**config.mk**
```make
export PLATFORM = sky130hd
export DESIGN_NAME = srwc_top
export DESIGN_NICKNAME = d
export VERILOG_FILES = /design/src/srwc_pkg.sv /design/src/srwc_sync.sv /design/src/srwc_wdt.sv /design/src/srwc_top.sv
export SDC_FILE = /design/constraint.sdc
export NUM_CORES = 1
export LEC_CHECK = 0
export ABC_AREA = 1
export BUFFER_PORTS_ARGS = -buffer_cell sky130_fd_sc_hd__buf_2
export CORE_UTILIZATION = 40
export CTS_BUF_LIST = sky130_fd_sc_hd__clkbuf_16
export DETAILED_ROUTE_END_ITERATION = 16
export PLACE_DENSITY_LB_ADDON = 0.1
export SYNTH_ARGS = -nofsm -noshare
export SYNTH_HDL_FRONTEND = slang
export SYNTH_SLANG_ARGS = --single-unit
```
**constraint.sdc**
```tcl
create_clock -name clock -period 3.4 [get_ports clock]
set_clock_uncertainty 0.2 [all_clocks]
set_input_delay 0.51 -clock clock [delete_from_list [all_inputs] [get_ports clock]]
set_output_delay 0.51 -clock clock [all_outputs]
set_load 0.02 [all_outputs]
```
**src/srwc_pkg.sv**
```systemverilog
package srwc_pkg;

    // register offsets on the plain register port
    localparam logic [7:0] PRIMARY_WAKE_OFS  = 8'h0b;
    localparam logic [7:0] SECOND_WAKE_OFS   = 8'h0d;
    localparam logic [7:0] STATUS_OFS        = 8'h0e;
    localparam logic [7:0] WDT_MODE_OFS      = 8'h0f;

    // field positions
    localparam int SRC_LSB       = 2;
    localparam int SRC_MSB       = 4;
    localparam int LEVEL_BIT     = 6;
    localparam int DELAY_SEL_BIT = 5;
    localparam int WDT_SEL_LSB   = 0;
    localparam int WDT_SEL_MSB   = 1;
    localparam int WDT_HALT_BIT  = 2;

    // reset values
    localparam logic [7:0] PRIMARY_WAKE_RST = 8'h00;
    localparam logic [7:0] SECOND_WAKE_RST  = 8'h00;
    localparam logic [7:0] WDT_MODE_RST     = 8'h04;

    // wake pin vector: [7:0] port 2, [10:8] port 3 bits 1..3, [11] port 0 bit 0, [12] bit 7
    localparam int          PIN_W      = 13;
    localparam logic [12:0] MASK_P2LO  = 13'h000f;
    localparam logic [12:0] MASK_P2ALL = 13'h00ff;
    localparam logic [12:0] MASK_P3    = 13'h0700;
    localparam logic [12:0] MASK_P3P0  = 13'h1f00;
    localparam logic [12:0] MASK_P3P2  = 13'h0707;

    // timing
    localparam int          CLK_PERIOD_NS = 100;
    localparam int          POR_DELAY_US  = 5000;
    localparam int          WDT_MS_0      = 5;
    localparam int          WDT_MS_1      = 10;
    localparam int          WDT_MS_2      = 20;
    localparam int          WDT_MS_3      = 80;
    localparam int          CNT_W         = 20;
    // least times, so counts round up
    localparam logic [19:0] POR_CYCLES  =
        20'((POR_DELAY_US * 1000 + CLK_PERIOD_NS - 1) / CLK_PERIOD_NS);
    localparam logic [19:0] WDT_CYC_0   =
        20'((WDT_MS_0 * 1000000 + CLK_PERIOD_NS - 1) / CLK_PERIOD_NS);
    localparam logic [19:0] WDT_CYC_1   =
        20'((WDT_MS_1 * 1000000 + CLK_PERIOD_NS - 1) / CLK_PERIOD_NS);
    localparam logic [19:0] WDT_CYC_2   =
        20'((WDT_MS_2 * 1000000 + CLK_PERIOD_NS - 1) / CLK_PERIOD_NS);
    localparam logic [19:0] WDT_CYC_3   =
        20'((WDT_MS_3 * 1000000 + CLK_PERIOD_NS - 1) / CLK_PERIOD_NS);

    // power state, gray coded along run -> stop -> delay; delay -> run flips both bits
    typedef enum logic [1:0] {
        PS_RUN   = 2'b00,
        PS_STOP  = 2'b01,
        PS_DELAY = 2'b11
    } srwc_pstate_t;

endpackage

```
**src/srwc_sync.sv**
```systemverilog
`timescale 1ns/10ps
`default_nettype none

// two-stage synchroniser for pin levels
module srwc_sync #(
    parameter int WIDTH = 1
) (
    input  wire logic              clock,
    input  wire logic              srst,
    input  wire logic [WIDTH-1:0]  async_in,
    output logic      [WIDTH-1:0]  sync_out
);
    logic [WIDTH-1:0] meta_ff;
    logic [WIDTH-1:0] sync_ff;

    ////////////////////////////////////////////////////////////////////////
    // one pair of flops per bit; first stage feeds only the second
    genvar gi;
    generate
        for (gi = 0; gi < WIDTH; gi++) begin : g_bit
            always_ff @(posedge clock) begin
                if (srst) begin
                    meta_ff[gi] <= 1'b0;
                    sync_ff[gi] <= 1'b0;
                end else begin
                    meta_ff[gi] <= async_in[gi];
                    sync_ff[gi] <= meta_ff[gi];
                end
            end
        end
    endgenerate

    assign sync_out = sync_ff;
endmodule

`default_nettype wire

```
**src/srwc_wdt.sv**
```systemverilog
`timescale 1ns/10ps
`default_nettype none

// watchdog counter with four selectable timeouts
module srwc_wdt
    import srwc_pkg::*;
#(
    parameter logic [19:0] CYC_0 = srwc_pkg::WDT_CYC_0,
    parameter logic [19:0] CYC_1 = srwc_pkg::WDT_CYC_1,
    parameter logic [19:0] CYC_2 = srwc_pkg::WDT_CYC_2,
    parameter logic [19:0] CYC_3 = srwc_pkg::WDT_CYC_3
) (
    input  wire logic        clock,
    input  wire logic        srst,
    input  wire logic        run,
    input  wire logic        refresh,
    input  wire logic [1:0]  period_sel,
    output logic             timeout
);
    logic [19:0] count_ff;
    logic [19:0] nxt_count;
    logic        tout_ff;
    logic        nxt_tout;
    logic [19:0] limit;

    ////////////////////////////////////////////////////////////////////////
    // period select picks the terminal count
    always_comb begin
        case (period_sel)
            2'b00:   limit = CYC_0;
            2'b01:   limit = CYC_1;
            2'b10:   limit = CYC_2;
            default: limit = CYC_3;
        endcase
    end

    // count while running; frozen otherwise, cleared by refresh
    always_comb begin
        nxt_count = count_ff;
        nxt_tout  = 1'b0;
        if (refresh) begin
            nxt_count = '0;
        end else if (run) begin
            if (count_ff >= limit - 20'd1) begin
                nxt_count = '0;
                nxt_tout  = 1'b1;
            end else begin
                nxt_count = count_ff + 20'd1;
            end
        end
    end

    always_ff @(posedge clock) begin
        if (srst) begin
            count_ff <= '0;
            tout_ff  <= 1'b0;
        end else begin
            count_ff <= nxt_count;
            tout_ff  <= nxt_tout;
        end
    end

    assign timeout = tout_ff;
endmodule

`default_nettype wire

```
**src/srwc_top.sv**
```systemverilog
`timescale 1ns/10ps
`default_nettype none

module srwc_top
    import srwc_pkg::*;
#(
    parameter logic [19:0] POR_CYC   = srwc_pkg::POR_CYCLES,
    parameter logic [19:0] WDT_CYC_A = srwc_pkg::WDT_CYC_0,
    parameter logic [19:0] WDT_CYC_B = srwc_pkg::WDT_CYC_1,
    parameter logic [19:0] WDT_CYC_C = srwc_pkg::WDT_CYC_2,
    parameter logic [19:0] WDT_CYC_D = srwc_pkg::WDT_CYC_3
) (
    input  wire logic        clock,
    input  wire logic        srst,
    input  wire logic [7:0]  reg_addr,
    input  wire logic [7:0]  reg_wdata,
    input  wire logic        reg_wr,
    input  wire logic        reg_rd,
    output logic      [7:0]  reg_rdata,
    input  wire logic [7:0]  port2_pins,
    input  wire logic [7:0]  port2_is_output,
    input  wire logic [2:0]  port3_pins,
    input  wire logic        port0_pin0,
    input  wire logic        port0_pin7,
    input  wire logic        port0_out0,
    input  wire logic        port0_out7,
    input  wire logic        primary_wake_req,
    input  wire logic        stop_req,
    input  wire logic        halt_active,
    input  wire logic        wdt_refresh,
    output logic             in_stop,
    output logic             resume_pulse,
    output logic             wdt_timeout
);
    import srwc_pkg::*;

    logic [7:0]         primary_ff;
    logic [7:0]         nxt_primary;
    logic [7:0]         second_ff;
    logic [7:0]         nxt_second;
    logic [7:0]         wdt_mode_ff;
    logic [7:0]         nxt_wdt_mode;
    logic [7:0]         rdata_ff;
    logic [7:0]         nxt_rdata;
    logic [PIN_W-1:0]   pins_raw;
    logic [PIN_W-1:0]   pins_sync;
    logic [PIN_W-1:0]   pin_is_out;
    logic [PIN_W-1:0]   sel_mask;
    logic [PIN_W-1:0]   use_mask;
    logic               use_nor;
    logic [2:0]         source;
    logic               gate_out;
    logic               wake_level;
    logic               evt_ff;
    logic               nxt_evt;
    logic               second_req;
    logic               any_wake;
    srwc_pstate_t       state_ff;
    srwc_pstate_t       nxt_state;
    logic [19:0]        delay_ff;
    logic [19:0]        nxt_delay;
    logic               resume_ff;
    logic               nxt_resume;
    logic               woke_second_ff;
    logic               nxt_woke_second;
    logic               wdt_run;

    ////////////////////////////////////////////////////////////////////////
    // register port: writes land at once, reads answer one cycle later
    always_comb begin
        nxt_primary  = primary_ff;
        nxt_second   = second_ff;
        nxt_wdt_mode = wdt_mode_ff;
        nxt_rdata    = 8'h00;
        if (reg_wr) begin
            case (reg_addr)
                PRIMARY_WAKE_OFS: nxt_primary  = reg_wdata;
                SECOND_WAKE_OFS:  nxt_second   = reg_wdata;
                WDT_MODE_OFS:     nxt_wdt_mode = reg_wdata;
                default:          nxt_primary  = primary_ff;
            endcase
        end
        if (reg_rd) begin
            case (reg_addr)
                PRIMARY_WAKE_OFS: nxt_rdata = primary_ff;
                // source and level cannot be read back
                SECOND_WAKE_OFS:  nxt_rdata = 8'h00;
                WDT_MODE_OFS:     nxt_rdata = wdt_mode_ff;
                STATUS_OFS:       nxt_rdata = {4'h0, woke_second_ff, evt_ff, state_ff};
                default:          nxt_rdata = 8'h00;
            endcase
        end
    end

    // power-on values: source field zero means no pin can end stop
    always_ff @(posedge clock) begin
        if (srst) begin
            primary_ff  <= PRIMARY_WAKE_RST;
            second_ff   <= SECOND_WAKE_RST;
            wdt_mode_ff <= WDT_MODE_RST;
            rdata_ff    <= 8'h00;
        end else begin
            primary_ff  <= nxt_primary;
            second_ff   <= nxt_second;
            wdt_mode_ff <= nxt_wdt_mode;
            rdata_ff    <= nxt_rdata;
        end
    end

    assign reg_rdata = rdata_ff;

    ////////////////////////////////////////////////////////////////////////
    // pins come from outside the clock domain
    assign pins_raw   = {port0_pin7, port0_pin0, port3_pins, port2_pins};
    // port 3 bits 1..3 are fixed inputs
    assign pin_is_out = {port0_out7, port0_out0, 3'b000, port2_is_output};

    srwc_sync #(
        .WIDTH (PIN_W)
    ) u_pin_sync (
        .clock    (clock),
        .srst     (srst),
        .async_in (pins_raw),
        .sync_out (pins_sync)
    );

    ////////////////////////////////////////////////////////////////////////
    // source decode into a pin mask and gate type
    assign source     = second_ff[SRC_MSB:SRC_LSB];
    assign wake_level = second_ff[LEVEL_BIT];

    always_comb begin
        sel_mask = '0;
        use_nor  = 1'b0;
        case (source)
            3'b001:  sel_mask = MASK_P2LO;
            3'b010:  sel_mask = MASK_P2ALL;
            3'b011: begin
                sel_mask = MASK_P3;
                use_nor  = 1'b1;
            end
            3'b100:  sel_mask = MASK_P3;
            3'b101: begin
                sel_mask = MASK_P3P0;
                use_nor  = 1'b1;
            end
            3'b110:  sel_mask = MASK_P3P0;
            3'b111:  sel_mask = MASK_P3P2;
            default: sel_mask = '0;
        endcase
    end

    // outputs drop out: forced to the gate's neutral value
    assign use_mask = sel_mask & ~pin_is_out;
    assign gate_out = use_nor ? ~|(pins_sync & use_mask)
                              : ~&(pins_sync | ~use_mask);

    // wake when gate output equals the programmed level
    always_comb begin
        nxt_evt = 1'b0;
        if (source != 3'b000) begin
            nxt_evt = ~(gate_out ^ wake_level);
        end
    end

    always_ff @(posedge clock) begin
        if (srst) begin
            evt_ff <= 1'b0;
        end else begin
            evt_ff <= nxt_evt;
        end
    end

    // a held level gives one request on its leading edge only
    assign second_req = nxt_evt & ~evt_ff;
    // either register's event counts
    assign any_wake   = second_req | primary_wake_req;

    ////////////////////////////////////////////////////////////////////////
    // stop / recovery sequencer
    always_comb begin
        nxt_state       = state_ff;
        nxt_delay       = delay_ff;
        nxt_resume      = 1'b0;
        nxt_woke_second = woke_second_ff;
        case (state_ff)
            PS_RUN: begin
                if (stop_req) begin
                    nxt_state = PS_STOP;
                end
            end
            PS_STOP: begin
                if (any_wake) begin
                    nxt_woke_second = second_req;
                    if (primary_ff[DELAY_SEL_BIT]) begin
                        nxt_state = PS_DELAY;
                        nxt_delay = '0;
                    end else begin
                        // no settling wait: execution restarts next cycle
                        nxt_state  = PS_RUN;
                        nxt_resume = 1'b1;
                    end
                end
            end
            PS_DELAY: begin
                // oscillator settling time before the core restarts
                if (delay_ff >= POR_CYC - 20'd1) begin
                    nxt_state  = PS_RUN;
                    nxt_resume = 1'b1;
                end else begin
                    nxt_delay = delay_ff + 20'd1;
                end
            end
            default: nxt_state = PS_RUN;
        endcase
    end

    always_ff @(posedge clock) begin
        if (srst) begin
            state_ff       <= PS_RUN;
            delay_ff       <= '0;
            resume_ff      <= 1'b0;
            woke_second_ff <= 1'b0;
        end else begin
            state_ff       <= nxt_state;
            delay_ff       <= nxt_delay;
            resume_ff      <= nxt_resume;
            woke_second_ff <= nxt_woke_second;
        end
    end

    assign in_stop      = (state_ff != PS_RUN);
    assign resume_pulse = resume_ff;

    ////////////////////////////////////////////////////////////////////////
    // watchdog: halted with the core only when software asks; off in stop
    assign wdt_run = !in_stop && (!halt_active || wdt_mode_ff[WDT_HALT_BIT]);

    srwc_wdt #(
        .CYC_0 (WDT_CYC_A),
        .CYC_1 (WDT_CYC_B),
        .CYC_2 (WDT_CYC_C),
        .CYC_3 (WDT_CYC_D)
    ) u_wdt (
        .clock      (clock),
        .srst       (srst),
        .run        (wdt_run),
        .refresh    (wdt_refresh),
        .period_sel (wdt_mode_ff[WDT_SEL_MSB:WDT_SEL_LSB]),
        .timeout    (wdt_timeout)
    );
endmodule

`default_nettype wire

```
After elaboration in Yosys (flattened, before gate mapping)
Cells that the tools add are included.

Add/subtract/negate cells: 3. Order comparisons: 2. Equal/unequal tests: 20. Mux-type cells: 21. Bitwise logic cells: 12. Reduce and logical (&&, ||, !) cells: 25.

Operators by type and width (count): 20-bit 2-to-1 mux (4); 13-bit one-hot mux with 5 select lines (1); 20-bit one-hot mux with 3 select lines (1); 20-bit by 1-bit adder with 20-bit output, second input constant (2); 20-bit one-hot mux with 2 select lines (1); 8-bit by 4-bit equality test with 1-bit output, second input constant (4); 13-bit bitwise AND (2); 13-bit inverter (2); 8-bit one-hot mux with 3 select lines (1); 20-bit by 16-bit greater-or-equal comparator with 1-bit output, second input constant (1); 20-bit greater-or-equal comparator (1); 20-bit by 1-bit subtractor with 20-bit output, second input constant (1); 13-bit bitwise OR (1); 13-bit AND reduction (1); 13-bit OR reduction (1); 3-bit equality test, second input constant (4); 2-bit inequality test, second input constant (5); 2-bit OR reduction (5); 2-bit 2-to-1 mux (4); 2-bit AND reduction (4); 1-bit 2-to-1 mux (7); 3-bit by 2-bit equality test with 1-bit output, second input constant (2); 2-bit one-hot mux with 3 select lines (1); 2-bit by 1-bit equality test with 1-bit output, second input constant (2); 16 further kinds (25).

Register bits after elaboration: 103. Bits of input ports: 47. Output and inout port bits: 11. Word-level logic and storage cells: 120.

Logic depth before layout (Yosys ltp)
Word-level depth: 16. Mapped depth: 17. Depth with buffers taken out: 16.

Hierarchy
Synthesis repeated with hierarchy kept, for this count alone.

Cell total of the unflattened synthesis: 711. Area, all modules: 5032.3 um2.

By module, submodules not included: srwc_top (times used 1, cells an instance 419, area an instance 2760.1 um2, seq. area each 1061.0 um2); srwc_wdt (times used 1, cells an instance 211, area an instance 1520.2 um2, seq. area each 420.4 um2); srwc_sync (times used 1, cells an instance 81, area an instance 752.0 um2, seq. area each 520.5 um2).

Worst setup path before layout
Ideal clock, no wire load.

Path type: flip-flop to flip-flop. Start: register wdt_mode_ff[0]. End: register u_wdt.count_ff[10]. Setup time: 66 ps. Data arrival time: 2371 ps. Data required time: 3134 ps. Slack: 763 ps. Stages on the path, launching flop included: 15. Buffers on the path: 1. Period minus slack after synthesis: 2637 ps. Cell sequence: dfxtp_1 -> inv_1 -> ha_1 -> xor2_1 -> ha_1 -> a21oi_1 -> nor2_1 -> o31ai_1 -> a21oi_1 -> o21ai_0 -> nand3_1 -> nand2_1 -> nand2_1 -> clkbuf_1 -> nor2_1.

Cells in the longest elaborated chain, start to end: 5. Elaborated cells between the ends (all ways): 7. Classes of those cells: 1 x add/sub; 1 x order compare; 2 x eq/ne; 2 x mux; 1 x reduce/logical.

RTL lines: start, declared (line srwc_top.sv:41) `logic [7:0] wdt_mode_ff;`; start signal, assigned (line srwc_top.sv:105) `wdt_mode_ff <= nxt_wdt_mode;`; 2-bit equality test, or another cell as far along (line srwc_wdt.sv:29) `case (period_sel)`; 20-bit one-hot mux with 3 select lines * (line srwc_wdt.sv:29); 20-bit by 1-bit subtractor with 20-bit output * (line srwc_wdt.sv:44) `if (count_ff >= limit - 20'd1) begin`; 20-bit greater-or-equal comparator * (line srwc_wdt.sv:44); 20-bit 2-to-1 mux * (line srwc_wdt.sv:44); end signal, assigned (line srwc_wdt.sv:58) `count_ff <= nxt_count;`; end, declared (line srwc_wdt.sv:20) `logic [19:0] count_ff;`.

Every way passes the cells marked *; elsewhere a longest branch is shown, timed or not. A chain may end at the register's enable or synchronous reset.

Worst setup path in the final report
Start: register wdt_mode_ff[0]. End: register u_wdt.count_ff[9].

Same word-level chain as after synthesis.

==> run_results.csv <==
group,metric,value,unit
sta,period_needed,2990,ps
global_routing,grt_antenna_before_repair,0,
drt,ant_nets,0,
run_status,status,"completed",
sta,tns,0,ps
worst_setup_path,regToRegSetupSlack,410,ps
worst_hold_path,hold_start,"port2_pins[7]",
floorplanning,die_y,114,µm
drt,totalWireLength,10500,µm
cts,clk_pin_slew,70,ps
drt,via_count,4318,
drt,via_per_inst,4.66,
cells_and_area,seqCellArea,2000,µm²
drt,first_iter_violations,244,
floorplanning,coreArea,12100,µm²
worst_setup_path,critPathMaxFanout,16,
cells_and_area,fin_cells,927,
drt,avgRoutedWirePerCell,11.3,µm
sta,rsz0062_at_grt,"false",
placement,dp_cells,911,
sta,slew_violations,0,
yosys,synth_top_area_share,40.1,%
placement,port_buffers,57,
global_routing,grt_pass1_wl,17900,µm
worst_setup_path,rr_worst_depth,13,
yosys,ys_ff_latch,100,
worst_setup_path,crit_type,"register to register",
yosys,synth_ff_type,"dfxtp_1",
cts,clockBufferDepth,2,
sta,max_freq,334,MHz
worst_hold_path,hp-class,"primary input to register",
yosys,synth_cell_type_count,43,
sta,setup_violations,0,
cells_and_area,antennaDiodeCount,0,
cts,cts_tree,"done",
placement,pre_cts_slack,239,ps
power_and_ir_drop,p_leak,2.49,nW
cells_and_area,multi_input_area,2450,µm²
cells_and_area,stdcell_area,5730,µm²
yosys,yosysSeqAreaShare,40.1,%
cts,clk_latency,360,ps
yosys,synth_edf_count,0,
floorplanning,die-area,12900,µm²
global_routing,gr-usage-met2,28.3,%
cells_and_area,fin_util,47.3,%
power_and_ir_drop,peakVddDrop,0.250,mV
worst_setup_path,cp-start-kind,"register",
floorplanning,row_count,40,
sta,hold_viol,0,
cells_and_area,fill_cells,1256,
global_routing,grt-ovfl-total,0,
sta,max_slew_margin,59.9,%
sta,setup_ws,405,ps
floorplanning,pin_count,58,
global_routing,grt_max_degree,38,
sta,fin_crit_sh,88.1,%
cts,cts_buffers,9,
power_and_ir_drop,p_per_area,394,nW/µm²
cts,cts_resized,0,
placement,place.gp.congestion,0.812,
worst_setup_path,r2r-start,"wdt_mode_ff[0]",
yosys,postSynthCellCount,696,
cts,htreeDepth,3,
worst_hold_path,min_to,"u_pin_sync.meta_ff[7]",
cts,cts_hold_buf,0,
worst_setup_path,worstPathRequired,3470,ps
drt,first_pass_iters,4,
yosys,yosysWarnings,0,
drt,drc_errors,0,
worst_hold_path,holdPathStages,3,
placement,place_area,5460,µm²
yosys,yosys-top-cells-area,"dfxtp_1, nand2_1, inv_1",
job,max-cap-violations,0,
global_routing,grt_pass1_vias,3947,
yosys,synth_top_area_cell,"dfxtp_1",
yosys,synthArstFlopShare,0,%
global_routing,met1_usage,22.4,%
cts,root_buffer,"clkbuf_16",
cells_and_area,nets,826,
placement,dp_hpwl,7740,µm
cts,clock-sinks,100,
global_routing,top_usage_layer,"met2",
global_routing,groute.usage.overall,17.5,%
cts,cts_setup_buffers,0,
sta,worst_pin_slew,597,ps
cells_and_area,area.growth.synth_to_final,14.7,%
floorplanning,start_util,41.3,%
worst_setup_path,endpoint_kind,"register",
floorplanning,die_w,114,µm
yosys,synth_nets,768,
worst_setup_path,cp_data_arrival_time,3070,ps
yosys,syn_area,5000,µm²
cells_and_area,drive_gt1_share,14.5,%
global_routing,grt.met3_usage,3.24,%
yosys,avgSynthCellArea,7.18,µm²
worst_setup_path,timing.rr.end,"u_wdt.count_ff[9]",
-- cells in the final DEF, fill, tap and decap left out, types with 7 or more instances in the layout --
master     Yosys  routed
nand4_1       10      10
nand2_1      119     118
xor2_1        10      10
buf_4          1       7
dfxtp_1      100     100
inv_1        116     118
buf_2          4      57
a21oi_1       51      51
nor2_2         7       7
ha_1          25      25
nor3_1        11      11
o21ai_0       30      30
nor2_1        97      97
nand3_1       46      46
clkbuf_16      0       9
-- power breakdown --
part           internal [W]  switching [W]
Clock              0.000494       0.000452
Combinational     0.0000440      0.0000742
Sequential          0.00119     0.00000663
-- worst max path at each step --
stage	from	to	slack, ps	depth (start not counted)
detailed placement	wdt_mode_ff[0]	u_wdt.count_ff[3]	240	13
floorplan	wdt_mode_ff[0]	u_wdt.count_ff[10]	760	14
global placement	wdt_mode_ff[0]	u_wdt.count_ff[3]	390	13
CTS	wdt_mode_ff[0]	u_wdt.count_ff[3]	220	13
global route	wdt_mode_ff[0]	u_wdt.count_ff[8]	160	13
finish	wdt_mode_ff[0]	u_wdt.count_ff[9]	410	13
-- area by class of cell --
cell class / count / share of cell area [%]
repair buffers: 64 / 5.90
flip-flops and latches: 100 / 34.9
well taps: 168 / 3.67
clock inverters: 7 / 0.765
multi-input cells: 458 / 42.9
inverters: 121 / 7.93
clock buffers: 9 / 3.93
-- synthesized netlist by cell type, types with 3 or more instances --
master	n
nor2_1	97
nand2_1	119
nor3_2	5
nor3_1	11
nor4_1	6
clkbuf_1	10
a211oi_1	4
a21oi_1	51
or2_2	4
dfxtp_1	100
o22ai_1	3
nand3b_1	5
nor2_2	7
inv_1	116
xor2_1	10
ha_1	25
o21ai_0	30
nand4_1	10
nand3_1	46
inv_2	4
nand2_2	3
buf_2	4
-- sequential cells by signal, indices dropped and copies added (netlist names), 2 cells and up --
register and count:
u_pin_sync.sync_out 13, delay_ff 20, reg_rdata 8, second_ff 4, u_pin_sync.meta_ff 13, primary_ff 8, state_ff 2, u_wdt.count_ff 20
wdt_mode_ff 8
-- worst max-delay path: stages, from the launching register on --
cell and delay [ps]:
dfxtp_1 480, inv_1 140, ha_1 290, xor2_1 170
ha_1 300, a21oi_1 130, nor2_1 50, o31ai_1 260
a21oi_1 100, o21ai_0 160, nand3_1 120, nand2_1 120
nand2_2 210, nor3_1 190
-- kinds of logic (layout without fill, tap and decap cells) --
logic type | after synthesis | count (layout) | share of synthesized area, %
adder cells (fa/ha/maj) | 25 | 25 | 6.26
XOR/XNOR | 11 | 11 | 1.93
flip-flops | 100 | 100 | 40.1
AO/OA/AOI/OAI | 100 | 100 | 11.0
buffers and inverters | 138 | 201 | 10.8
AND/OR/NAND/NOR | 322 | 322 | 29.9
-- per-layer routing --
metal,up-vias,share of wire (%),wire length (µm)
met1,1895,50,5200
met2,77,45,4690
met3,12,3.9,409
met5,-,0,0
met4,0,1.9,203
li1,2334,-,-
-- stage by stage --
| step | hold slack (ps) | total power, W |
|---|---|---|
| floorplan | 188 | 0.00129 |
| global placement | 194 | 0.00134 |
| detailed placement | 195 | 0.00134 |
| CTS | 144 | 0.00229 |
| global route | 152 | 0.00236 |
| finish | 155 | 0.00226 |
(Power assumes the default switching activity.)
